<file path="config.mk">
export PLATFORM = sky130hd
export DESIGN_NAME = asu_unlock
export DESIGN_NICKNAME = d
export VERILOG_FILES = /design/src/asu_pkg.sv /design/src/asu_pw_mem.sv /design/src/asu_unlock.sv
export SDC_FILE = /design/constraint.sdc
export NUM_CORES = 1
export LEC_CHECK = 0
export ABC_CLOCK_PERIOD_IN_PS = 5570
export BUFFER_PORTS_ARGS = -buffer_cell sky130_fd_sc_hd__clkbuf_2
export CAP_MARGIN = 20
export CORE_ASPECT_RATIO = 1.5
export CORE_UTILIZATION = 45
export CTS_CLUSTER_DIAMETER = 40
export DETAILED_ROUTE_END_ITERATION = 16
export PLACE_DENSITY = 0.68
export SLEW_MARGIN = 20
export SYNTH_ARGS = -nofsm -noshare
export SYNTH_HDL_FRONTEND = slang
export SYNTH_SLANG_ARGS = --single-unit
</file>
<file path="constraint.sdc">
create_clock -name SYS_CLK -period 5.57 [get_ports SYS_CLK]
set_clock_uncertainty 0.15 [all_clocks]
set_input_delay 0.557 -clock SYS_CLK [delete_from_list [all_inputs] [get_ports SYS_CLK]]
set_output_delay 0.557 -clock SYS_CLK [all_outputs]
set_load 0.03 [all_outputs]
</file>
<file path="src/asu_pkg.sv">
// shared constants and types for the security unlock command block
package asu_pkg;

   // ************************************************************
   // command codes
   // ************************************************************
   localparam logic [7:0] ASU_CMD_SET_PW  = 8'hF1;  // set password
   localparam logic [7:0] ASU_CMD_UNLOCK  = 8'hF2;  // unlock
   localparam logic [7:0] ASU_CMD_ERASE   = 8'hF4;  // erase unit
   localparam logic [3:0] ASU_CMD_SEEK_HI = 4'h7;   // seek group 7Xh

   // ************************************************************
   // register addresses (plain port, 16-bit data)
   // ************************************************************
   localparam logic [3:0] ASU_A_COMMAND = 4'h0;  // write starts command
   localparam logic [3:0] ASU_A_DEVHEAD = 4'h1;  // drive/head
   localparam logic [3:0] ASU_A_CYL_HI  = 4'h2;  // cylinder high
   localparam logic [3:0] ASU_A_CYL_LO  = 4'h3;  // cylinder low
   localparam logic [3:0] ASU_A_SECT    = 4'h4;  // sector number
   localparam logic [3:0] ASU_A_DATA    = 4'h5;  // data sector words
   localparam logic [3:0] ASU_A_STATUS  = 4'h6;  // block status
   localparam logic [3:0] ASU_A_IRQ_ST  = 4'h7;  // sticky events, w1c
   localparam logic [3:0] ASU_A_IRQ_MSK = 4'h8;  // event mask
   localparam logic [3:0] ASU_A_CAP_LLO = 4'h9;  // capacity lba 15:0
   localparam logic [3:0] ASU_A_CAP_LHI = 4'hA;  // capacity lba 27:16
   localparam logic [3:0] ASU_A_CAP_CYL = 4'hB;  // cylinder count
   localparam logic [3:0] ASU_A_CAP_HS  = 4'hC;  // heads 11:8, spt 7:0

   // ************************************************************
   // status bit positions
   // ************************************************************
   localparam int ASU_S_BUSY   = 0;
   localparam int ASU_S_DRQ    = 1;
   localparam int ASU_S_ERR    = 2;
   localparam int ASU_S_ABRT   = 3;
   localparam int ASU_S_IDNF   = 4;
   localparam int ASU_S_LOCKED = 5;
   localparam int ASU_S_ENABLE = 6;
   localparam int ASU_S_LVLMAX = 7;
   localparam int ASU_S_TRY_LO = 8;

   // interrupt event bits
   localparam int ASU_I_DONE = 0;  // command complete
   localparam int ASU_I_DRQ  = 1;  // data sector requested
   localparam int ASU_I_ERR  = 2;  // command ended in error

   // ************************************************************
   // data sector layout
   // ************************************************************
   localparam int         ASU_W_ID_BIT  = 0;      // identifier bit
   localparam int         ASU_W_LVL_BIT = 8;      // security level bit
   localparam logic [7:0] ASU_PW_FIRST  = 8'h01;  // first password word
   localparam logic [7:0] ASU_PW_LAST   = 8'h10;  // word 16
   localparam logic [7:0] ASU_SEC_LAST  = 8'hFF;  // word 255
   localparam int         ASU_DH_LBA    = 6;      // addressing-mode bit

   // ************************************************************
   // counts and reset values
   // ************************************************************
   localparam logic [2:0]  ASU_TRIES_INIT = 3'h5;  // unlock attempts
   localparam logic [27:0] ASU_CAP_LBA_RST = 28'h0000100;
   localparam logic [15:0] ASU_CAP_CYL_RST = 16'h0010;
   localparam logic [3:0]  ASU_CAP_HDS_RST = 4'h4;
   localparam logic [7:0]  ASU_CAP_SPT_RST = 8'h04;

   typedef logic [4:0] asu_maddr_t;  // {master, word index}

   typedef enum logic [1:0] {
      ASU_IDLE,
      ASU_XFER,
      ASU_EVAL
   } asu_state_e;

endpackage : asu_pkg

</file>
<file path="src/asu_pw_mem.sv">
// password store: user words 0..15, master words 16..31
`timescale 1ns/1ps
`default_nettype none
module asu_pw_mem
   import asu_pkg::*;
(
   input  wire logic        SYS_CLK,
   input  wire logic        RST_N,
   input  wire logic        WE,
   input  wire asu_maddr_t  WADDR,
   input  wire logic [15:0] WDATA,
   input  wire asu_maddr_t  RADDR,
   output logic      [15:0] RDATA
);

   // ************************************************************
   // state
   // ************************************************************
   typedef struct packed {
      logic [31:0][15:0] mem;    // both passwords
      logic [15:0]       rdata;  // registered read port
   } asu_mem_s;

   asu_mem_s m_r;    // registered state
   asu_mem_s m_nxt;  // next state

   // write port and registered read port
   always_comb begin
      m_nxt       = m_r;
      m_nxt.rdata = m_r.mem[RADDR];
      if (WE) begin
         m_nxt.mem[WADDR] = WDATA;
      end
   end

   // power-on clears both passwords
   always_ff @(posedge SYS_CLK or negedge RST_N) begin
      if (!RST_N) begin
         m_r <= '0;
      end else begin
         m_r <= m_nxt;
      end
   end

   assign RDATA = m_r.rdata;

endmodule : asu_pw_mem
`default_nettype wire

</file>
<file path="src/asu_unlock.sv">
// security set password / unlock / seek command interpreter
//
// Contract
// - set password takes exactly one data sector
// - word0 identifier, words 1-16 password, rest reserved
// - user at high: user or master unlock
// - user at maximum: only user unlocks
// - master set keeps lock and level
// - unlock takes one sector before acting on the compare
// - master unlock at high compares master
// - master unlock at maximum is rejected
// - user unlock always compares user password
// - mismatch aborts and decrements counter
// - counter starts five, decrements only locked
// - counter zero aborts unlock/erase until reset; erase is aborted at any count
// - unlock while unlocked leaves counter alone
// - seek only range checks the address
`timescale 1ns/1ps
`default_nettype none
module asu_unlock
   import asu_pkg::*;
(
   input  wire logic        SYS_CLK,
   input  wire logic        RST_N,
   input  wire logic        HW_RESET,
   input  wire logic [3:0]  ADDR,
   input  wire logic [15:0] WDATA,
   input  wire logic        WR,
   input  wire logic        RD,
   output logic      [15:0] RDATA,
   output logic             IRQ,
   output logic             LOCKED
);

   // ************************************************************
   // state
   // ************************************************************
   typedef struct packed {
      asu_state_e  st;         // command phase
      logic [7:0]  cmd;        // command being run
      logic [7:0]  devhead;    // drive/head
      logic [7:0]  cyl_hi;     // cylinder high
      logic [7:0]  cyl_lo;     // cylinder low
      logic [7:0]  sect;       // sector number
      logic [7:0]  wcnt;       // data word index
      logic        sel_mst;    // identifier of this sector
      logic        new_max;    // level bit of this sector
      logic        cmp_pend;   // stored word arrives this cycle
      logic [15:0] cmp_word;   // supplied word under compare
      logic        mismatch;   // any password word differed
      logic        err;        // status error
      logic        abrt;       // command aborted
      logic        idnf;       // seek address out of range
      logic        locked;     // access locked
      logic        enabled;    // lock armed for next reset
      logic        lvl_max;    // security level maximum
      logic [2:0]  tries;      // unlock attempts left
      logic [2:0]  irq_st;     // sticky events
      logic [2:0]  irq_msk;    // event mask
      logic        irq;        // interrupt level
      logic [15:0] rdata;      // read data
      logic [27:0] cap_lba;    // lba capacity
      logic [15:0] cap_cyl;    // cylinders
      logic [3:0]  cap_hds;    // heads
      logic [7:0]  cap_spt;    // sectors per track
   } asu_main_s;

   asu_main_s  s_r;       // registered state
   asu_main_s  s_nxt;     // next state
   logic       mem_we;    // password write
   asu_maddr_t mem_wa;    // write address
   asu_maddr_t mem_ra;    // read address
   logic [15:0] mem_rd;   // stored word, one cycle after mem_ra

   // ************************************************************
   // password store
   // ************************************************************
   asu_pw_mem u_mem (
      .SYS_CLK (SYS_CLK),
      .RST_N   (RST_N),
      .WE      (mem_we),
      .WADDR   (mem_wa),
      .WDATA   (WDATA),
      .RADDR   (mem_ra),
      .RDATA   (mem_rd)
   );

   // ************************************************************
   // next-state logic
   // ************************************************************
   always_comb begin
      logic [2:0]  ev;       // events raised this cycle
      logic [27:0] lba;      // seek address as lba
      logic [15:0] cyl;      // seek cylinder
      logic        oor;      // seek out of range
      logic        fail;     // unlock outcome
      logic        do_wr;    // data word write
      logic [7:0]  pw_idx;   // password word index
      ev     = '0;
      lba    = '0;
      cyl    = '0;
      oor    = 1'b0;
      fail   = 1'b0;
      do_wr  = WR && (ADDR == ASU_A_DATA);
      pw_idx = s_r.wcnt - ASU_PW_FIRST;
      s_nxt  = s_r;
      mem_we = 1'b0;
      mem_wa = {s_r.sel_mst, pw_idx[3:0]};
      mem_ra = {s_r.sel_mst, pw_idx[3:0]};

      // stored word arrives: fold the compare into the result
      s_nxt.cmp_pend = 1'b0;
      if (s_r.cmp_pend && (mem_rd != s_r.cmp_word)) begin
         s_nxt.mismatch = 1'b1;
      end

      // read port: data stands in the next cycle only
      s_nxt.rdata = '0;
      if (RD) begin
         case (ADDR)
            ASU_A_DEVHEAD: s_nxt.rdata = {8'h00, s_r.devhead};
            ASU_A_CYL_HI:  s_nxt.rdata = {8'h00, s_r.cyl_hi};
            ASU_A_CYL_LO:  s_nxt.rdata = {8'h00, s_r.cyl_lo};
            ASU_A_SECT:    s_nxt.rdata = {8'h00, s_r.sect};
            ASU_A_STATUS:  s_nxt.rdata = {5'h00, s_r.tries, s_r.lvl_max,
                                          s_r.enabled, s_r.locked,
                                          s_r.idnf, s_r.abrt, s_r.err,
                                          s_r.st == ASU_XFER,
                                          s_r.st != ASU_IDLE};
            ASU_A_IRQ_ST:  s_nxt.rdata = {13'h0000, s_r.irq_st};
            ASU_A_IRQ_MSK: s_nxt.rdata = {13'h0000, s_r.irq_msk};
            ASU_A_CAP_LLO: s_nxt.rdata = s_r.cap_lba[15:0];
            ASU_A_CAP_LHI: s_nxt.rdata = {4'h0, s_r.cap_lba[27:16]};
            ASU_A_CAP_CYL: s_nxt.rdata = s_r.cap_cyl;
            ASU_A_CAP_HS:  s_nxt.rdata = {4'h0, s_r.cap_hds,
                                          s_r.cap_spt};
            default:       s_nxt.rdata = '0;  // unmapped and data port
         endcase
      end

      // plain register writes; task file held while a command runs
      if (WR && (s_r.st == ASU_IDLE)) begin
         case (ADDR)
            ASU_A_DEVHEAD: s_nxt.devhead = WDATA[7:0];
            ASU_A_CYL_HI:  s_nxt.cyl_hi  = WDATA[7:0];
            ASU_A_CYL_LO:  s_nxt.cyl_lo  = WDATA[7:0];
            ASU_A_SECT:    s_nxt.sect    = WDATA[7:0];
            ASU_A_CAP_LLO: s_nxt.cap_lba[15:0]  = WDATA;
            ASU_A_CAP_LHI: s_nxt.cap_lba[27:16] = WDATA[11:0];
            ASU_A_CAP_CYL: s_nxt.cap_cyl = WDATA;
            ASU_A_CAP_HS:  begin
               s_nxt.cap_hds = WDATA[11:8];
               s_nxt.cap_spt = WDATA[7:0];
            end
            default: ;  // command handled below
         endcase
      end
      if (WR && (ADDR == ASU_A_IRQ_MSK)) begin
         s_nxt.irq_msk = WDATA[2:0];
      end

      case (s_r.st)
         // ---- wait for a command write ----
         ASU_IDLE: begin
            if (WR && (ADDR == ASU_A_COMMAND)) begin
               s_nxt.cmd      = WDATA[7:0];
               s_nxt.err      = 1'b0;
               s_nxt.abrt     = 1'b0;
               s_nxt.idnf     = 1'b0;
               s_nxt.mismatch = 1'b0;
               s_nxt.wcnt     = '0;
               if ((WDATA[7:0] == ASU_CMD_SET_PW) ||
                   (WDATA[7:0] == ASU_CMD_UNLOCK)) begin
                  // one data sector is requested first
                  s_nxt.st   = ASU_XFER;
                  ev[ASU_I_DRQ] = 1'b1;
               end else if (WDATA[7:4] == ASU_CMD_SEEK_HI) begin
                  // no positioning, range check only
                  lba = {s_r.devhead[3:0], s_r.cyl_hi, s_r.cyl_lo,
                         s_r.sect};
                  cyl = {s_r.cyl_hi, s_r.cyl_lo};
                  if (s_r.devhead[ASU_DH_LBA]) begin
                     oor = (lba >= s_r.cap_lba);
                  end else begin
                     oor = (cyl >= s_r.cap_cyl) ||
                           (s_r.devhead[3:0] >= s_r.cap_hds) ||
                           (s_r.sect == 8'h00) ||
                           (s_r.sect > s_r.cap_spt);
                  end
                  s_nxt.err  = oor;
                  s_nxt.idnf = oor;
                  ev[ASU_I_DONE] = 1'b1;
                  ev[ASU_I_ERR]  = oor;
               end else begin
                  // erase unit and all else: aborted here
                  s_nxt.err  = 1'b1;
                  s_nxt.abrt = 1'b1;
                  ev[ASU_I_DONE] = 1'b1;
                  ev[ASU_I_ERR]  = 1'b1;
               end
            end
         end

         // ---- take the 256 words of the data sector ----
         ASU_XFER: begin
            if (do_wr) begin
               s_nxt.wcnt = s_r.wcnt + 8'h01;
               if (s_r.wcnt == 8'h00) begin
                  // control word: identifier and level
                  s_nxt.sel_mst = WDATA[ASU_W_ID_BIT];
                  s_nxt.new_max = WDATA[ASU_W_LVL_BIT];
               end else if (s_r.wcnt <= ASU_PW_LAST) begin
                  if (s_r.cmd == ASU_CMD_SET_PW) begin
                     // store into the selected slot, not while locked
                     mem_we = !s_r.locked;
                  end else begin
                     // fetch stored word, compare next cycle
                     s_nxt.cmp_pend = 1'b1;
                     s_nxt.cmp_word = WDATA;
                  end
               end
               if (s_r.wcnt == ASU_SEC_LAST) begin
                  s_nxt.st = ASU_EVAL;
               end
            end
         end

         // ---- whole sector taken: act on it ----
         ASU_EVAL: begin
            s_nxt.st = ASU_IDLE;
            ev[ASU_I_DONE] = 1'b1;
            if (s_r.cmd == ASU_CMD_SET_PW) begin
               if (s_r.locked) begin
                  fail = 1'b1;  // words were dropped above
               end else if (!s_r.sel_mst) begin
                  // arm lock for next reset; level picks unlockers
                  s_nxt.enabled = 1'b1;
                  s_nxt.lvl_max = s_r.new_max;
               end
               // master set: lock and level untouched
            end else if (s_r.tries == 3'h0) begin
               fail = 1'b1;
            end else if (s_r.sel_mst && s_r.lvl_max) begin
               fail = 1'b1;
            end else if (s_r.mismatch) begin
               fail = 1'b1;
               if (s_r.locked) begin
                  s_nxt.tries = s_r.tries - 3'h1;
               end
            end else begin
               s_nxt.locked = 1'b0;
            end
            s_nxt.err  = fail;
            s_nxt.abrt = fail;
            ev[ASU_I_ERR] = fail;
         end

         default: s_nxt.st = ASU_IDLE;
      endcase

      // sticky events: a new event wins over a write-one clear
      if (WR && (ADDR == ASU_A_IRQ_ST)) begin
         s_nxt.irq_st = s_r.irq_st & ~WDATA[2:0];
      end
      s_nxt.irq_st = s_nxt.irq_st | ev;

      // hardware reset: lock re-arms, attempts refill
      if (HW_RESET) begin
         s_nxt.st       = ASU_IDLE;
         s_nxt.locked   = s_r.enabled;
         s_nxt.tries    = ASU_TRIES_INIT;
         s_nxt.cmp_pend = 1'b0;
         s_nxt.err      = 1'b0;
         s_nxt.abrt     = 1'b0;
         s_nxt.idnf     = 1'b0;
      end

      s_nxt.irq = |(s_nxt.irq_st & s_nxt.irq_msk);
   end

   // ************************************************************
   // state register; power-on leaves no password armed
   // ************************************************************
   always_ff @(posedge SYS_CLK or negedge RST_N) begin
      if (!RST_N) begin
         s_r         <= '0;
         s_r.st      <= ASU_IDLE;
         s_r.tries   <= ASU_TRIES_INIT;
         s_r.cap_lba <= ASU_CAP_LBA_RST;
         s_r.cap_cyl <= ASU_CAP_CYL_RST;
         s_r.cap_hds <= ASU_CAP_HDS_RST;
         s_r.cap_spt <= ASU_CAP_SPT_RST;
      end else begin
         s_r <= s_nxt;
      end
   end

   assign RDATA  = s_r.rdata;
   assign IRQ    = s_r.irq;
   assign LOCKED = s_r.locked;

endmodule : asu_unlock
`default_nettype wire

</file>
Yosys cells after proc, flatten, opt, wreduce, memory -nomap -nowiden

Index checks and enable logic that the tools add are counted.

Flip-flop bits (word level): 686
Output and inout port bits: 18

Add/subtract/negate cells: 3
Order comparisons: 7
Equality and inequality tests: 30
Mux-type cells: 66
Bitwise operators: 8
Reductions and logical operators: 45

Operators with widths:

| operator             | count |
|---|---|
| $bwmux W512          | 1 |
| $pmux W16 S11        | 1 |
| $bmux W16 S5         | 1 |
| $demux W16 S5        | 1 |
| $mux W17             | 4 |
| $mux W16             | 3 |
| $eq A8 B8 Y1 const B | 4 |
| $mux W3              | 10 |
| $ge A28 B28 Y1       | 1 |
| $mux W27             | 1 |
| $mux W1              | 26 |
| $reduce_and A2 Y1    | 11 |
| $eq A4 B3 Y1 const B | 5 |
| $eq A4 B4 Y1 const B | 5 |
| $ge A16 B16 Y1       | 1 |
| $logic_not A8 Y1     | 2 |
| $mux W2              | 8 |
| $ne A16 B16 Y1       | 1 |
| $pmux W8 S2          | 1 |
| $reduce_bool A2 Y1   | 7 |
| $mux W10             | 1 |
| $ne A2 B2 Y1 const B | 5 |
| $reduce_and A5 Y1    | 2 |
| $ne A3 B2 Y1 const B | 3 |
| 34 further kinds     | 54 |

Logic depth before layout (Yosys ltp)

Word-level depth: 12
Mapped depth: 13
Depth with buffers taken out: 8

By module

From an unflattened synthesis, not the netlist that was laid out.

Cell total of the unflattened synthesis: 2564
Area, all modules: 33380.8 sq um

By module, submodules not included:

| module     | times used | cells each | area each (sq um) | sequential area each (sq um) |
|---|---|---|---|---|
| asu_pw_mem | 1          | 1762       | 24581.1           | 13212.7 |
| asu_unlock | 1          | 802        | 8799.7            | 3961.3 |

Least setup slack after synthesis

OpenSTA, ideal clock, no wires.

Kind: register to register
From: reg s_r[108] (netlist bit)
To: reg u_mem.m_r[380] (netlist bit)
Arrival time: 3.773 ns
Setup slack: 1.522 ns
Stages on the path, launching flop included: 13
Buffers on the path: 5
Path through: dfrtp_1 -> buf_6 -> buf_2 -> buf_2 -> buf_1 -> inv_1 -> ha_1 -> nor3b_2 -> xnor2_1 -> nand4_4 -> nor2_4 -> buf_6 -> mux2_2

Cells in the longest elaborated chain, start to end: 6
Elaborated cells on any way between the ends: 13

Ends and longest elaborated chain:

| what                                                               | line              | source |
|---|---|---|
| start, declared                                                    | asu_unlock.sv:68  | `asu_main_s s_r;` |
| start signal, assigned                                             | asu_unlock.sv:294 | `s_r <= s_nxt;` |
| $sub A4 B1 Y4                                                      | asu_unlock.sv:105 | `pw_idx = s_r.wcnt - ASU_PW_FIRST;` |
| $lt A5 B6 Y1 (not written as such) or $ge A5 B1 Y1 (tied branches) | asu_pw_mem.sv:32  | `m_nxt.mem[WADDR] = WDATA;` |
| $logic_and A1 B1 Y1 (not written as such)                          | asu_pw_mem.sv:32  |  |
| $mux W16 (not written as such)                                     | asu_pw_mem.sv:32  |  |
| $demux W16 S5                                                      | n/a               |  |
| $bwmux W512                                                        | asu_pw_mem.sv:32  |  |
| end signal, assigned                                               | asu_pw_mem.sv:41  | `m_r <= m_nxt;` |
| end, declared                                                      | asu_pw_mem.sv:24  | `asu_mem_s m_r;` |

Parallel ways exist; a longest one is shown, timed or not.
A chain may end at the register's enable or synchronous reset.

Worst setup path after layout

From: reg s_r[108] (netlist bit)
To: reg u_mem.m_r[317] (netlist bit)

Same word-level chain as after synthesis.

==> results list <==
- Among cell families on the critical path, the largest total delay comes from simple AND/OR/NAND/NOR gates.
* Number of cell rows: between 100 and 150
- Final weighted congestion in routability-driven placement: slightly below 1
- Share of layout cells above drive strength 1: 0.420
- Worst R2R Path Depth: 7
* Antenna violations before repair: 2
* Worst setup slack before clock tree synthesis: 1.51 ns
- CTS tree: built
- Largest net degree at the start of global routing: 150
- Cell at the slowest stage of the critical path: xnor2_1
- Tightest Pin Transition: ~1.1 ns
* CTS Root Cell: clkbuf_16
- Critical Path Sink Type: register
- Global-route wire length before repair: ~130000 um
- Summed over all layers, the routed wires come to 85600 um.
* Non-filler cells in the finished layout: around 3.2k
* Maximum operating frequency: 247 MHz
- Yosys mapped a number of flops with a built-in enable equal to 0.
* Post-detailed-route wirelength per cell: 26.4 um
* Hold path cells: 2
- Tcrit/Tclk final: 0.726
- Tmin final: between 4 and 5 ns
- Post-DR vias/cell: around 6
- Summing over every cut layer, the via total after detailed routing is approximately 20k.
- Crit Path Category: register to register
- Once the clock tree was built, the resizer swapped 0 gates to a different size.
- After clock tree synthesis, the clock-pin slew on the worst setup and hold paths is 0.07 ns.
- Synth async-reset ratio: 1.00
- Across the run, the number of max-cap violations was 0.
* Synth unique cells: approximately 70
- The flow ran to the end, and the final reports show no timing, DRC or antenna violations.
- The die covers ~73000 um^2.
- For this run, the total global-route usage over all layers was measured as 0.240.
- Mapped Cells: between 2k and 2.5k
* Setup-failing EPs final: 0
- Clock buffers created by TritonCTS: 78
- The startpoint identified for the worst register-to-register timing path is s_r[108].
- The share of synthesized area in the top cell type comes to 0.522.
- Multi-input logic area: ~14000 um^2
- Most repeated cell in the gate-level netlist after synthesis: dfrtp_1
- Final cell utilization of the core: 0.503
* Width of the chip: roughly 220 um
- The largest total area in the synthesized netlist belongs to dfrtp_1.
- The detail route stage leaves a number of antenna-violating nets equal to 0.
- Relative to the synthesized area, the layout overhead comes to 10.4%.
- DP Cell Count: ~3.1k
- For this design, the sink count on the clock tree is between 600 and 700.
- Number of global-route vias before repair: about 21k
- Fill cells in the final layout number ~6k.
- Setup repair after global routing left no endpoint under its margin.
- Among all flip-flop cells after synthesis, the most frequent one is dfrtp_1.
- Leakage dissipation: ~17 nW
- Final count of pins violating max slew: 0
* Warning count from the yosys run: 0
* Max Root-Sink Buffers: 3
- Post-synthesis sequential element count: between 600 and 700
- Hold path startpoint: HW_RESET
- From bottom edge to top edge, the die measures roughly 330 um.
- The initial utilization of the core area, before any placement, comes to 0.456.
* CP Launch Point: s_r[108]
* Part of the Yosys area used for sequential elements: 0.527
* Top-level port count: 43
- In this run the critical register-to-register path is captured at u_mem.m_r[317].
* Least setup slack across all paths after layout: roughly 1.5 ns
- Worst Path Arrival: 4.39 ns
- Maximum ir drop on the vdd rail: about 0.21 mV
- For this run, the slowest stage of the critical path takes 0.79 ns.
- Total power divided by cell area: about 330 nW/um^2
- Critical path launch point type: register
- Across all hold checks on the routed design, the worst slack comes to 0.108 ns.
- Capture endpoint of the worst hold path: s_r[105]
- DRC violations left: 0
* Critical Path RT: 5.91 ns
* Number of iterations in the first detailed-routing pass: 5
- The tightest min-delay check is of the primary input to register type.
- Measured against its own limit, the worst slew margin works out to 0.280.
* Average cell area after synthesis: 14.2 um^2
* Post-Synthesis Cell Area: between 30000 and 40000 um^2
* Global route overflow: 0
* Number of H-tree branching levels: 3
- The floorplan step defined a core boundary enclosing just over 70000 um^2.
- The final number of hold-violating endpoints is 0.
- For this run, the post-layout net count is 2356.
- Largest cells by area after synthesis: dfrtp_1, mux2_2, mux4_2, ha_1, a22oi_1
- Cell-by-cell listing of the critical path: inv_1, ha_1, nor3b_2, xnor2_1, nand4_4, nor2_4, mux2_2
- Drt first-iter violations: about 1.5k
- By count the netlist is led by dfrtp_1, mux2_2, mux4_2, clkbuf_1, nand2_1.
* Source-to-sink clock delay at the later pin of the worst-skew pair: about 0.63 ns
- In the final layout, flip-flops and latches occupy about 17000 um^2.
- Total negative slack: 0 ns
* Nets in the synthesized netlist: 2388
- Across all register-to-register paths, the minimum setup slack is 1.52 ns.
- Estimated wirelength of the detail-placed design: approximately 57000 um
- Port Buf Inserts: 42
- Counting both buffers and inverters, the worst setup path holds a total of 1.
- Worst-path maximum fanout: 25
[worst max path at each step]
stage	cells past startpoint	end	slack, ns
floorplan	12	u_mem.m_r[380]	1.52
global placement	8	u_mem.m_r[456]	1.57
detailed placement	7	u_mem.m_r[314]	1.51
CTS	7	u_mem.m_r[308]	1.48
global route	7	u_mem.m_r[360]	1.28
finish	7	u_mem.m_r[317]	1.52
[where the power goes]
part | leakage, nW | switching [W] | internal (W) | total [W]
Combinational | 6.26 | 0.000779 | 0.000438 | 0.00122
Sequential | 9.40 | 0.000211 | 0.00517 | 0.00538
Clock | 1.30 | 0.00215 | 0.00316 | 0.00531
[worst reg2reg max path, stage by stage (launching register included)]
cell     delay (ns)
dfrtp_4        0.77
inv_1          0.22
ha_1           0.30
nor3b_2        0.19
xnor2_1        0.79
nand4_4        0.42
nor2_4         0.63
mux2_2         0.43
[per-stage QoR]
step / cell area [um^2] / total power (W)
after CTS: 36000 / 0.0120
after detailed placement: 33300 / 0.00668
final: 36000 / 0.0119
after floorplan: 32600 / 0.00615
after global routing: 36000 / 0.0124
after global placement: 33300 / 0.00663
[kinds of logic after synthesis]
group | count (synthesis) | share of synthesized area
DFF | 686 | 0.527
buffers and inverters | 255 | 0.0387
adders and majority gates | 64 | 0.0246
AOI/OAI and AO/OA | 239 | 0.0500
muxes | 732 | 0.298
xor gates and xnor gates | 25 | 0.00672
and+or+nand+nor | 298 | 0.0544
[cell usage in the layout, fill, tap and decap left out, types with 40 or more instances in the layout]
cell type,Yosys,routed
dfrtp_1,680,679
mux2_2,582,582
mux4_2,129,129
nand2_1,92,92
clkbuf_16,0,82
a22oi_1,79,79
inv_1,72,72
ha_1,64,63
o21ai_0,61,61
clkbuf_2,0,41
nor2_1,40,40
[metal layers]
| metal | part of all wire | wire [um] | global-route usage | up-vias |
|---|---|---|---|---|
| li1 | - | - | - | 8396 |
| met1 | 0.37 | 31300 | 0.272 | 10400 |
| met2 | 0.51 | 43800 | 0.413 | 557 |
| met3 | 0.045 | 3850 | 0.0312 | 235 |
| met4 | 0.078 | 6710 | 0.179 | 0 |
| met5 | 0 | 0 | 0 | - |
[what timing repair did]
action | 4_1_cts | 5_1_grt
setup buffers | 0 | 0
endpoints found under the hold margin | 103 | 0
hold buffers | 1 | 0
[cell type report]
type                       instances  share of cell area
tap                              915              0.0318
clock buffer                      99              0.0613
timing repair buffer              71              0.0143
sequential                       686               0.478
inverter                          72             0.00751
antenna                            1           0.0000696
clock inverter                    40              0.0133
multi-input combinational       1358               0.394
[registers in the layout, indices dropped and copies added, names as in the netlist]
| name | count |
|---|---|
| LOCKED | 1 |
| u_mem.RDATA | 16 |
| s_r | 139 |
| mem_ra | 1 |
| u_mem.m_r | 512 |
| IRQ | 1 |
| RDATA | 16 |
Note: power is estimated with default switching activity, not from simulation.
